**src/csc_pkg.sv**
```systemverilog
package csc_pkg;
   // widths of the bus lines that the bit-order strap reverses, then local interrupt pin layout (not reversed)
   localparam int DATA_W = 64;
   localparam int ADDR_HI = 31;
   localparam int ADDR_LO = 3;
   localparam int ADDR_W = ADDR_HI - ADDR_LO + 1;
   localparam int DINV_W = 4;
   localparam int LINT_W = 2;
   localparam int LINT_MASKABLE = 0;
   localparam int LINT_NONMASKABLE = 1;
   // integer register file shape
   localparam int INT_REGS = 8;
   localparam int INT_REG_W = 32;
   localparam int INT_IDX_W = 3;
   localparam logic [INT_REG_W-1:0] INT_REG_RST = 32'h0000_0000;
   // reset vector used when nothing else configures one (arbitrary)
   localparam logic [31:0] RESET_VECTOR_DFLT = 32'hffff_fff0;
   // synchroniser depth
   localparam int SYNC_STAGES = 2;

   typedef enum logic [1:0] {
      CSC_LOCK_IDLE,
      CSC_LOCK_HELD
   } csc_lock_e;

   typedef enum logic [1:0] {
      CSC_PROBE_IDLE,
      CSC_PROBE_READY,
      CSC_PROBE_RELEASE
   } csc_probe_e;
endpackage : csc_pkg

```
**src/csc_int_regs.sv**
```systemverilog
`timescale 1ns/1ps
// small integer register file, registered read data
module csc_int_regs #(
   parameter int DEPTH = csc_pkg::INT_REGS,
   parameter int WIDTH = csc_pkg::INT_REG_W,
   parameter int IDX_W = csc_pkg::INT_IDX_W
) (
   input wire logic i_clk,
   input wire logic i_rst_n,
   input wire logic i_clear,
   input wire logic i_wr_en,
   input wire logic [IDX_W-1:0] i_wr_idx,
   input wire logic [WIDTH-1:0] i_wr_data,
   input wire logic [IDX_W-1:0] i_rd_idx,
   output logic [WIDTH-1:0] o_rd_data
);
   logic [WIDTH-1:0] mem_reg [DEPTH];

   ////////////////////////////////////////////////////////////////////////
   // clear wins over a write in the same cycle so init leaves no stale word
   generate
      for (genvar g = 0; g < DEPTH; g++) begin : g_word
         always_ff @(posedge i_clk or negedge i_rst_n) begin
            if (!i_rst_n) begin
               mem_reg[g] <= csc_pkg::INT_REG_RST;
            end else if (i_clear) begin
               mem_reg[g] <= csc_pkg::INT_REG_RST;
            end else if (i_wr_en && (i_wr_idx == IDX_W'(g))) begin
               mem_reg[g] <= i_wr_data;
            end
         end
      end
   endgenerate

   ////////////////////////////////////////////////////////////////////////
   // read port
   always_ff @(posedge i_clk or negedge i_rst_n) begin
      if (!i_rst_n) begin
         o_rd_data <= csc_pkg::INT_REG_RST;
      end else begin
         o_rd_data <= i_clear ? csc_pkg::INT_REG_RST : mem_reg[i_rd_idx];
      end
   end
endmodule : csc_int_regs

```
**src/csc_sideband.sv**
```systemverilog
`timescale 1ns/1ps
module csc_sideband #(
   parameter logic [31:0] RESET_VECTOR = csc_pkg::RESET_VECTOR_DFLT
) (
   input wire logic i_clk_sys,
   input wire logic i_arst_n,
   // soft init, asynchronous, active low
   input wire logic i_soft_init_n,
   // hard reset, used only for the strap sample
   input wire logic i_hard_reset_n,
   // core-side bus lines, before the bit-order strap
   input wire logic [csc_pkg::DATA_W-1:0] i_core_data,
   input wire logic [csc_pkg::ADDR_W-1:0] i_core_addr,
   input wire logic [csc_pkg::DINV_W-1:0] i_core_data_invert_n,
   output logic [csc_pkg::DATA_W-1:0] o_bus_data,
   output logic [csc_pkg::ADDR_W-1:0] o_bus_addr,
   output logic [csc_pkg::DINV_W-1:0] o_bus_data_invert_n,
   output logic o_bit_swap,
   // integer register access from the core
   input wire logic i_int_wr_en,
   input wire logic [csc_pkg::INT_IDX_W-1:0] i_int_wr_idx,
   input wire logic [csc_pkg::INT_REG_W-1:0] i_int_wr_data,
   input wire logic [csc_pkg::INT_IDX_W-1:0] i_int_rd_idx,
   output logic [csc_pkg::INT_REG_W-1:0] o_int_rd_data,
   // instruction fetch restart
   output logic o_fetch_restart,
   output logic [31:0] o_fetch_addr,
   // snoop path
   input wire logic i_snoop_req,
   output logic o_snoop_ack,
   // local interrupt pins and controller state
   input wire logic [csc_pkg::LINT_W-1:0] i_local_irq_pins,
   input wire logic i_irq_ctrl_disable_wr,
   input wire logic i_irq_ctrl_disable_val,
   output logic o_local_irq_controller_en,
   output logic [csc_pkg::LINT_W-1:0] o_local_irq,
   output logic o_maskable_irq,
   output logic o_nonmaskable_irq,
   // atomic lock
   input wire logic i_lock_seq_start,
   input wire logic i_lock_seq_end,
   output logic o_atomic_lock_n,
   // debug probe
   input wire logic i_probe_request_n,
   input wire logic i_probe_done,
   output logic o_probe_ready_n,
   output logic o_debug_mode,
   // thermal
   input wire logic i_temp_max,
   input wire logic i_throttle_enable,
   input wire logic i_thermal_alert_n,
   output logic o_thermal_alert_n,
   output logic o_thermal_alert_oe,
   output logic o_throttle_active
);
   logic rst_meta_reg;
   logic rst_n_reg;
   logic init_sync_n;
   logic init_prev_n_reg;
   logic hard_sync_n;
   logic hard_prev_n_reg;
   logic [csc_pkg::LINT_W-1:0] lint_sync;
   logic probe_request_n_sync_n;
   logic alert_in_sync_n;
   logic irq_en_reg;
   logic swap_reg;
   logic ext_throttle_reg;
   logic [1:0] oe_hist_reg;
   csc_pkg::csc_lock_e lock_reg;
   csc_pkg::csc_probe_e probe_reg;
   logic ext_alert;

   ////////////////////////////////////////////////////////////////////////
   // reset release through two flops; assert is immediate
   always_ff @(posedge i_clk_sys or negedge i_arst_n) begin
      if (!i_arst_n) begin
         rst_meta_reg <= 1'b0;
         rst_n_reg <= 1'b0;
      end else begin
         rst_meta_reg <= 1'b1;
         rst_n_reg <= rst_meta_reg;
      end
   end

   ////////////////////////////////////////////////////////////////////////
   // synchronisers for every pin-level input
   csc_sync #(.WIDTH(3), .RST_VAL(3'h7)) u_sync_n (
      .i_clk(i_clk_sys),
      .i_rst_n(rst_n_reg),
      .i_async({i_soft_init_n, i_probe_request_n, i_thermal_alert_n}),
      .o_sync({init_sync_n, probe_request_n_sync_n, alert_in_sync_n})
   );

   // hard reset level; only its release edge is used, for the strap
   csc_sync #(.WIDTH(1), .RST_VAL(1'b0)) u_sync_hard (
      .i_clk(i_clk_sys),
      .i_rst_n(rst_n_reg),
      .i_async(i_hard_reset_n),
      .o_sync(hard_sync_n)
   );

   csc_sync #(.WIDTH(csc_pkg::LINT_W), .RST_VAL(2'h0)) u_sync_lint (
      .i_clk(i_clk_sys),
      .i_rst_n(rst_n_reg),
      .i_async(i_local_irq_pins),
      .o_sync(lint_sync)
   );

   ////////////////////////////////////////////////////////////////////////
   // edge history for init and hard reset
   always_ff @(posedge i_clk_sys or negedge rst_n_reg) begin
      if (!rst_n_reg) begin
         init_prev_n_reg <= 1'b1;
         hard_prev_n_reg <= 1'b0;
      end else begin
         init_prev_n_reg <= init_sync_n;
         hard_prev_n_reg <= hard_sync_n;
      end
   end

   ////////////////////////////////////////////////////////////////////////
   // strap caught on the rising edge of hard reset, not under async reset
   always_ff @(posedge i_clk_sys or negedge rst_n_reg) begin
      if (!rst_n_reg) begin
         swap_reg <= 1'b0;
      end else if (hard_sync_n && !hard_prev_n_reg) begin
         swap_reg <= !init_sync_n;
      end
   end

   // bit-order reversal of data, address and invert lines
   always_ff @(posedge i_clk_sys or negedge rst_n_reg) begin
      if (!rst_n_reg) begin
         o_bus_data <= '0;
         o_bus_addr <= '0;
         o_bus_data_invert_n <= '1;
      end else if (swap_reg) begin
         o_bus_data <= {<<{i_core_data}};
         o_bus_addr <= {<<{i_core_addr}};
         o_bus_data_invert_n <= {<<{i_core_data_invert_n}};
      end else begin
         o_bus_data <= i_core_data;
         o_bus_addr <= i_core_addr;
         o_bus_data_invert_n <= i_core_data_invert_n;
      end
   end

   assign o_bit_swap = swap_reg;

   ////////////////////////////////////////////////////////////////////////
   // integer registers cleared by soft init; caches and fp live elsewhere
   csc_int_regs u_int_regs (
      .i_clk(i_clk_sys),
      .i_rst_n(rst_n_reg),
      .i_clear(!init_sync_n),
      .i_wr_en(i_int_wr_en),
      .i_wr_idx(i_int_wr_idx),
      .i_wr_data(i_int_wr_data),
      .i_rd_idx(i_int_rd_idx),
      .o_rd_data(o_int_rd_data)
   );

   // fetch restarts once init is released, at the configured vector
   always_ff @(posedge i_clk_sys or negedge rst_n_reg) begin
      if (!rst_n_reg) begin
         o_fetch_restart <= 1'b0;
         o_fetch_addr <= RESET_VECTOR;
      end else begin
         o_fetch_restart <= init_sync_n && !init_prev_n_reg;
         o_fetch_addr <= RESET_VECTOR;
      end
   end

   // snoops are acked regardless of init, a one-cycle reply
   always_ff @(posedge i_clk_sys or negedge rst_n_reg) begin
      if (!rst_n_reg) begin
         o_snoop_ack <= 1'b0;
      end else begin
         o_snoop_ack <= i_snoop_req;
      end
   end

   ////////////////////////////////////////////////////////////////////////
   // local interrupt controller enable, on by default
   always_ff @(posedge i_clk_sys or negedge rst_n_reg) begin
      if (!rst_n_reg) begin
         irq_en_reg <= 1'b1;
      end else if (i_irq_ctrl_disable_wr) begin
         irq_en_reg <= !i_irq_ctrl_disable_val;
      end
   end

   // pins go to the controller or become the legacy irq lines
   always_ff @(posedge i_clk_sys or negedge rst_n_reg) begin
      if (!rst_n_reg) begin
         o_local_irq <= '0;
         o_maskable_irq <= 1'b0;
         o_nonmaskable_irq <= 1'b0;
      end else if (irq_en_reg) begin
         o_local_irq <= lint_sync;
         o_maskable_irq <= 1'b0;
         o_nonmaskable_irq <= 1'b0;
      end else begin
         o_local_irq <= '0;
         o_maskable_irq <= lint_sync[csc_pkg::LINT_MASKABLE];
         o_nonmaskable_irq <= lint_sync[csc_pkg::LINT_NONMASKABLE];
      end
   end

   assign o_local_irq_controller_en = irq_en_reg;

   ////////////////////////////////////////////////////////////////////////
   // lock spans a sequence; end wins if start and end share a cycle
   always_ff @(posedge i_clk_sys or negedge rst_n_reg) begin
      if (!rst_n_reg) begin
         lock_reg <= csc_pkg::CSC_LOCK_IDLE;
      end else begin
         unique case (lock_reg)
            csc_pkg::CSC_LOCK_IDLE: begin
               if (i_lock_seq_start && !i_lock_seq_end) begin
                  lock_reg <= csc_pkg::CSC_LOCK_HELD;
               end
            end
            csc_pkg::CSC_LOCK_HELD: begin
               if (i_lock_seq_end) begin
                  lock_reg <= csc_pkg::CSC_LOCK_IDLE;
               end
            end
            default: lock_reg <= csc_pkg::CSC_LOCK_IDLE;
         endcase
      end
   end

   // start cycle already shows lock; the partner must wait for release
   assign o_atomic_lock_n = !(i_lock_seq_start ||
      (lock_reg == csc_pkg::CSC_LOCK_HELD));

   ////////////////////////////////////////////////////////////////////////
   // probe handshake: request raises ready until done or the tool lets go
   always_ff @(posedge i_clk_sys or negedge rst_n_reg) begin
      if (!rst_n_reg) begin
         probe_reg <= csc_pkg::CSC_PROBE_IDLE;
      end else begin
         unique case (probe_reg)
            csc_pkg::CSC_PROBE_IDLE: begin
               if (!probe_request_n_sync_n) begin
                  probe_reg <= csc_pkg::CSC_PROBE_READY;
               end
            end
            csc_pkg::CSC_PROBE_READY: begin
               if (i_probe_done || probe_request_n_sync_n) begin
                  probe_reg <= csc_pkg::CSC_PROBE_RELEASE;
               end
            end
            csc_pkg::CSC_PROBE_RELEASE: begin
               // wait for request release so one request is one session
               if (probe_request_n_sync_n) begin
                  probe_reg <= csc_pkg::CSC_PROBE_IDLE;
               end
            end
            default: probe_reg <= csc_pkg::CSC_PROBE_IDLE;
         endcase
      end
   end

   assign o_probe_ready_n = (probe_reg != csc_pkg::CSC_PROBE_READY);
   assign o_debug_mode = (probe_reg == csc_pkg::CSC_PROBE_READY);

   ////////////////////////////////////////////////////////////////////////
   // thermal alert pin: open-drain style, we only ever pull it low
   always_ff @(posedge i_clk_sys or negedge rst_n_reg) begin
      if (!rst_n_reg) begin
         o_thermal_alert_oe <= 1'b0;
      end else begin
         o_thermal_alert_oe <= i_temp_max;
      end
   end

   assign o_thermal_alert_n = 1'b0;

   // own drive reaches the synced pin two cycles late, so remember it
   always_ff @(posedge i_clk_sys or negedge rst_n_reg) begin
      if (!rst_n_reg) begin
         oe_hist_reg <= '0;
      end else begin
         oe_hist_reg <= {oe_hist_reg[0], o_thermal_alert_oe};
      end
   end

   // own drive and its echo must not count as external; an outside
   // alert during our own drive is only seen once the echo has passed
   assign ext_alert = !alert_in_sync_n && !o_thermal_alert_oe &&
      !(|oe_hist_reg);

   // external throttling holds until the pin reads high again
   always_ff @(posedge i_clk_sys or negedge rst_n_reg) begin
      if (!rst_n_reg) begin
         ext_throttle_reg <= 1'b0;
      end else if (ext_alert && i_throttle_enable) begin
         ext_throttle_reg <= 1'b1;
      end else if (alert_in_sync_n) begin
         ext_throttle_reg <= 1'b0;
      end
   end

   assign o_throttle_active = i_throttle_enable &&
      (o_thermal_alert_oe || ext_throttle_reg);

endmodule : csc_sideband

```
**src/csc_sync.sv**
```systemverilog
`timescale 1ns/1ps
// two-flop synchroniser for a group of independent level bits
module csc_sync #(
   parameter int WIDTH = 1,
   parameter logic [WIDTH-1:0] RST_VAL = '0
) (
   input wire logic i_clk,
   input wire logic i_rst_n,
   input wire logic [WIDTH-1:0] i_async,
   output logic [WIDTH-1:0] o_sync
);
   logic [WIDTH-1:0] meta_reg;

   // meta_reg feeds nothing but the second stage
   always_ff @(posedge i_clk or negedge i_rst_n) begin
      if (!i_rst_n) begin
         meta_reg <= RST_VAL;
         o_sync <= RST_VAL;
      end else begin
         meta_reg <= i_async;
         o_sync <= meta_reg;
      end
   end
endmodule : csc_sync

```
**config.mk**
```make
export PLATFORM = sky130hd
export DESIGN_NAME = csc_sideband
export DESIGN_NICKNAME = d
export VERILOG_FILES = /design/src/csc_pkg.sv /design/src/csc_int_regs.sv /design/src/csc_sideband.sv /design/src/csc_sync.sv
export SDC_FILE = /design/constraint.sdc
export NUM_CORES = 1
export LEC_CHECK = 0
export BUFFER_PORTS_ARGS = -buffer_cell sky130_fd_sc_hd__buf_2
export CELL_PAD_IN_SITES_DETAIL_PLACEMENT = 0
export CELL_PAD_IN_SITES_GLOBAL_PLACEMENT = 1
export CORE_UTILIZATION = 45
export CTS_CLUSTER_SIZE = 30
export DETAILED_ROUTE_END_ITERATION = 16
export PLACE_DENSITY_LB_ADDON = 0.08
export SYNTH_ARGS = -nofsm -noshare
export SYNTH_HDL_FRONTEND = slang
export SYNTH_SLANG_ARGS = --single-unit
```
**constraint.sdc**
```tcl
create_clock -name i_clk_sys -period 15.4 [get_ports i_clk_sys]
set_input_delay 3.08 -clock i_clk_sys [delete_from_list [all_inputs] [get_ports i_clk_sys]]
set_output_delay 3.08 -clock i_clk_sys [all_outputs]
set_load 0.1 [all_outputs]
```
Word-level counts from Yosys, hierarchy flattened --
Cells that the tools add are included.
Word-level totals: register bits after elaboration 417, input bits 152
Cells by class: bitwise operators 1, $lt $le $gt $ge 1, reduce and logical (&&, ||, !) cells 34, equal/unequal tests 24, multiplexer cells 35
Operator list (count):
- 2-to-1 mux 32 bit | 19
- binary-select mux 32 bit (select 3 bit) | 1
- 2-to-1 mux 64 bit | 1
- 2-to-1 mux 29 bit | 1
- inequality test 2 x 1 -> 1 bit (second input constant) | 11
- logical AND 1 bit | 15
- equality test 3 bit (second input constant) | 4
- 2-to-1 mux 2 bit | 6
- zero test 1 bit | 9
- equality test 3 x 2 -> 1 bit (second input constant) | 2
- inequality test 2 bit (second input constant) | 3
- one-hot mux 2 bit (3 select lines) | 1
- equality test 2 x 1 -> 1 bit (second input constant) | 2
- greater-or-equal comparator 4 bit (second input constant) | 1
- zero test 2 bit | 2
- 2-to-1 mux 1 bit | 4
- 2-to-1 mux 4 bit | 1
- NOT 3 -> 4 bit | 1
- one-hot mux 2 bit (2 select lines) | 1
- equality test 3 x 1 -> 1 bit (second input constant) | 1
- zero test 3 bit | 1
- logical OR 1 bit | 3
- AND reduction 3 bit | 1
- equality test 2 bit (second input constant) | 1
- other kinds (3) | 3

Depth between registers and ports, before layout --
depth in word-level cells 5, mapped depth 6

Hierarchy --
Synthesis repeated with hierarchy kept, for this count alone.
Unflattened totals: cells, all modules 1637, area, all modules 18250.0 um^2
By module, submodules not included:
- csc_int_regs | area each 13374.1 um^2, times used 1, cells each 1345
- csc_sideband | area each 4568.1 um^2, times used 1, cells each 280
- csc_sync at u_sync_n | area each 157.7 um^2, times used 1, cells each 6
- csc_sync at u_sync_lint | area each 100.1 um^2, times used 1, cells each 4
- csc_sync at u_sync_hard | area each 50.0 um^2, times used 1, cells each 2

Worst setup path after synthesis --
No wires, ideal clock.
path type in2out, from input i_lock_seq_start, to output o_atomic_lock_n, setup slack 7959 ps, data arrival time 4361 ps, cell stages on the path 1, cell sequence nor2_1
Between the ends: longest elaborated chain between the ends 2
Ends and longest elaborated chain:
- start: declaration | RTL line csc_sideband.sv:40 | input wire logic i_lock_seq_start,
- logical OR 1 bit | RTL line csc_sideband.sv:235 | assign o_atomic_lock_n = !(i_lock_seq_start ||
- zero test 1 bit | RTL line csc_sideband.sv:235
- end: declaration | RTL line csc_sideband.sv:42 | output logic o_atomic_lock_n,
No other way between the ends.

Worst setup path after layout --
Ends and elaborated chain as after synthesis.

==> out/metrics.cfg <==
[floorplan]
dieHeight_microns=208
start_util_pct=46.1
die_w_microns=208
ios=327
rows=74
die_area_sq_um=43100
design.core.area_sq_um=41300

[setup_path]
crit_type=in -> out
crit_path_frequent_cell=buf_2
r2r_cells=2
startpoint_type=primary input
max_stage_delay_ns=0.44
cp.required_ns=12.32
r2r-start=rst_n_reg
worst_ep_arrival_time_ns=3.73
crit_fanout=2
end_kind=primary output
crit_chain=buf_2, nor2_1, buf_2
path_delay_family=buffers and inverters
r2r_slack_ns=12.84
path_buf_inv=2
r2r-end=o_bit_swap
cpMaxStageDelayCell=buf_2

[finish]
nFillCells=3698
nNetsFinal=2032
largest_reg_flops=256
final_area_sq_um=21800
drive_above_1_share_pct=31.1
fin_util_pct=52.8
syn2layout_area_growth_pct=14.5

[run]
maxCapViolCount=0

[timing]
timing.final.crit_share_pct=44.2
rsz0062_at_grt=false
fmax_mhz=147
drv_slew=0
fin_crit_ns=6.81
finalSetupTns_ns=0
relSlewSlack_pct=17.7
hold_viol=0
skew_ns=0.0177
fin_ws_ns=8.59
setup_violations=0
worstMarginPinSlew_ns=1.23

[hold_path]
hp-class=reg -> async

[clock_network]
cts_setup_buffers=0
cts-htree-levels=2
cts_root_buf=clkbuf_16
cts.reportedPaths.clkPinSlew_ns=0.06
cts.sinks=416
numCtsBuffers=46
cts_tree=done
cts_max_path_buffers=3
clk-insertion-delay-late_ns=0.57
ctsHoldBuffers=0
cts_resized=0

[global_routing]
antenna_found_initial=3
grt_pass1_wl_mm=79.8
gr-usage-all-layers_pct=24.1
gr-total-overflow=0
grt_max_degree=178
grt_pass1_vias=13300

[drt]
dr_total_vias=13100
final_antenna_net_count=0
drtIter0Drc=905
wl_per_cell_microns=21.0
drc_errors=0
viasPerCell=5.35
wirelength_mm=51.5
firstDrtPassIters=5

[pwr]
leakage_nw=10.1
vdd_drop_max_mv=0.0808
p_per_area_nw_per_um2=129

[logic_synthesis]
synth-main-ff-cell=dfrtp_1
yosysUniqueCellTypes=38
ys_seq_area_share_pct=54.8
ys_ff_latch=416
synth_area_per_cell_sq_um=11.3
ys_async_sr_fraction_pct=100
synth_area_sq_um=19000
yosysWarnings=0
synthCells=1680
synth_edf_count=0

[placement]
io_buffer_count=293
place_ws_ns=8.59
place.gp.congestion=0.753
placed_cell_area_sq_um=20300
dp_hpwl_mm=28.2

[run_status]
status=complete, no violations

worst register-to-register path, stage by stage (launching register included):
cell	delay [ns]
dfrtp_4	0.73
buf_12	0.70
buf_4	0.94
cells in the final DEF, fill, tap and decap left out, types with 2 or more instances in the layout:
| master | Yosys | layout |
|---|---|---|
| a22oi_1 | 32 | 32 |
| nand2_2 | 30 | 30 |
| a21boi_2 | 30 | 30 |
| nor2_1 | 6 | 6 |
| nand2b_1 | 2 | 2 |
| mux4_2 | 32 | 32 |
| nand2_1 | 482 | 482 |
| a21boi_0 | 16 | 16 |
| dfrtp_1 | 404 | 402 |
| clkbuf_16 | 0 | 49 |
| and4bb_1 | 3 | 3 |
| clkinv_2 | 0 | 7 |
| a21boi_1 | 210 | 210 |
| dfrtp_4 | 0 | 2 |
| nand4bb_4 | 0 | 2 |
| inv_1 | 2 | 2 |
| mux2i_1 | 64 | 64 |
| o211a_1 | 32 | 32 |
| clkbuf_8 | 0 | 13 |
| dfstp_2 | 12 | 11 |
| buf_4 | 80 | 25 |
| nor2b_1 | 4 | 3 |
| and4b_1 | 3 | 3 |
| buf_2 | 36 | 292 |
| nand4b_1 | 3 | 3 |
| diode_2 | 0 | 3 |
| mux2_2 | 96 | 96 |
| clkbuf_1 | 59 | 13 |
| conb_1 | 2 | 34 |
| and2_1 | 3 | 3 |
metal layers:
layer  routed length [microns]  global-route usage, %  part of all wire [%]
met5                         0                      0                     0
met4                      1140                   6.82                   2.2
met3                      2420                   3.90                   4.7
met2                     25400                   39.4                    49
met1                     22600                   33.3                    44
cell type report:
| type | count | area [sq um] | area share, % |
|---|---|---|---|
| diodes | 3 | 7.51 | 0.0344 |
| clock buffers | 75 | 1450 | 6.67 |
| clock inverters | 8 | 43.8 | 0.201 |
| inverters | 2 | 7.51 | 0.0344 |
| multi-input cells | 1096 | 7510 | 34.5 |
| flip-flops and latches | 416 | 10400 | 47.9 |
| well taps | 532 | 666 | 3.05 |
| repair buffers | 318 | 1670 | 7.66 |
synthesized netlist by cell type, drive strengths merged (2+ instances only):
cell     number  area share [%]
nand2       512              10
mux2i        64             3.4
dfstp        12             1.7
and4b         3            0.16
mux4         32             3.8
o211a        32             1.7
nor2b         4            0.13
nor2          6            0.12
nand4bb       3            0.18
and2          3           0.099
nand2b        2           0.066
clkbuf       59             1.2
nand4b        3            0.14
mux2         96             5.7
and4bb        3            0.20
conb          2           0.039
dfrtp       404              53
a22oi        32             1.3
nor4b         2            0.17
inv           2           0.039
a21boi      256              11
buf         139             5.4
report_power, final:
part	internal, mW	leakage [nW]	total, mW	switching [mW]
Combinational	0.112	3.89	0.555	0.442
Sequential	1.15	5.46	1.17	0.0258
Clock	0.642	0.744	1.09	0.443
cells by family after synthesis:
group | Yosys count | share of synthesized area [%]
and+or+nand+nor | 544 | 11.9
AOI/OAI and AO/OA | 326 | 13.8
muxes | 192 | 12.8
other | 2 | 0.0395
DFF | 416 | 54.8
buffers and inverters | 200 | 6.63
worst max path at each step:
stage                           startpoint               end  slack [ns]  cells after the start
final                     i_lock_seq_start   o_atomic_lock_n        8.59                      3
after global routing      i_lock_seq_start   o_atomic_lock_n        8.55                      3
after CTS                 i_lock_seq_start   o_atomic_lock_n        8.59                      3
after detailed placement  i_lock_seq_start   o_atomic_lock_n        8.59                      3
after global placement    i_lock_seq_start   o_atomic_lock_n        8.59                      3
after floorplan                  rst_n_reg  ext_throttle_reg        2.97                      0
per-stage QoR:
stage	cells	hold WS, ns	power (mW)
final	2450	0.289	2.81
after global routing	2450	0.341	2.91
after CTS	2447	0.310	2.85
after detailed placement	2364	0.303	1.75
after global placement	2364	0.294	1.75
after floorplan	1712	0.331	1.65
Note: power is estimated with default switching activity, not from simulation.
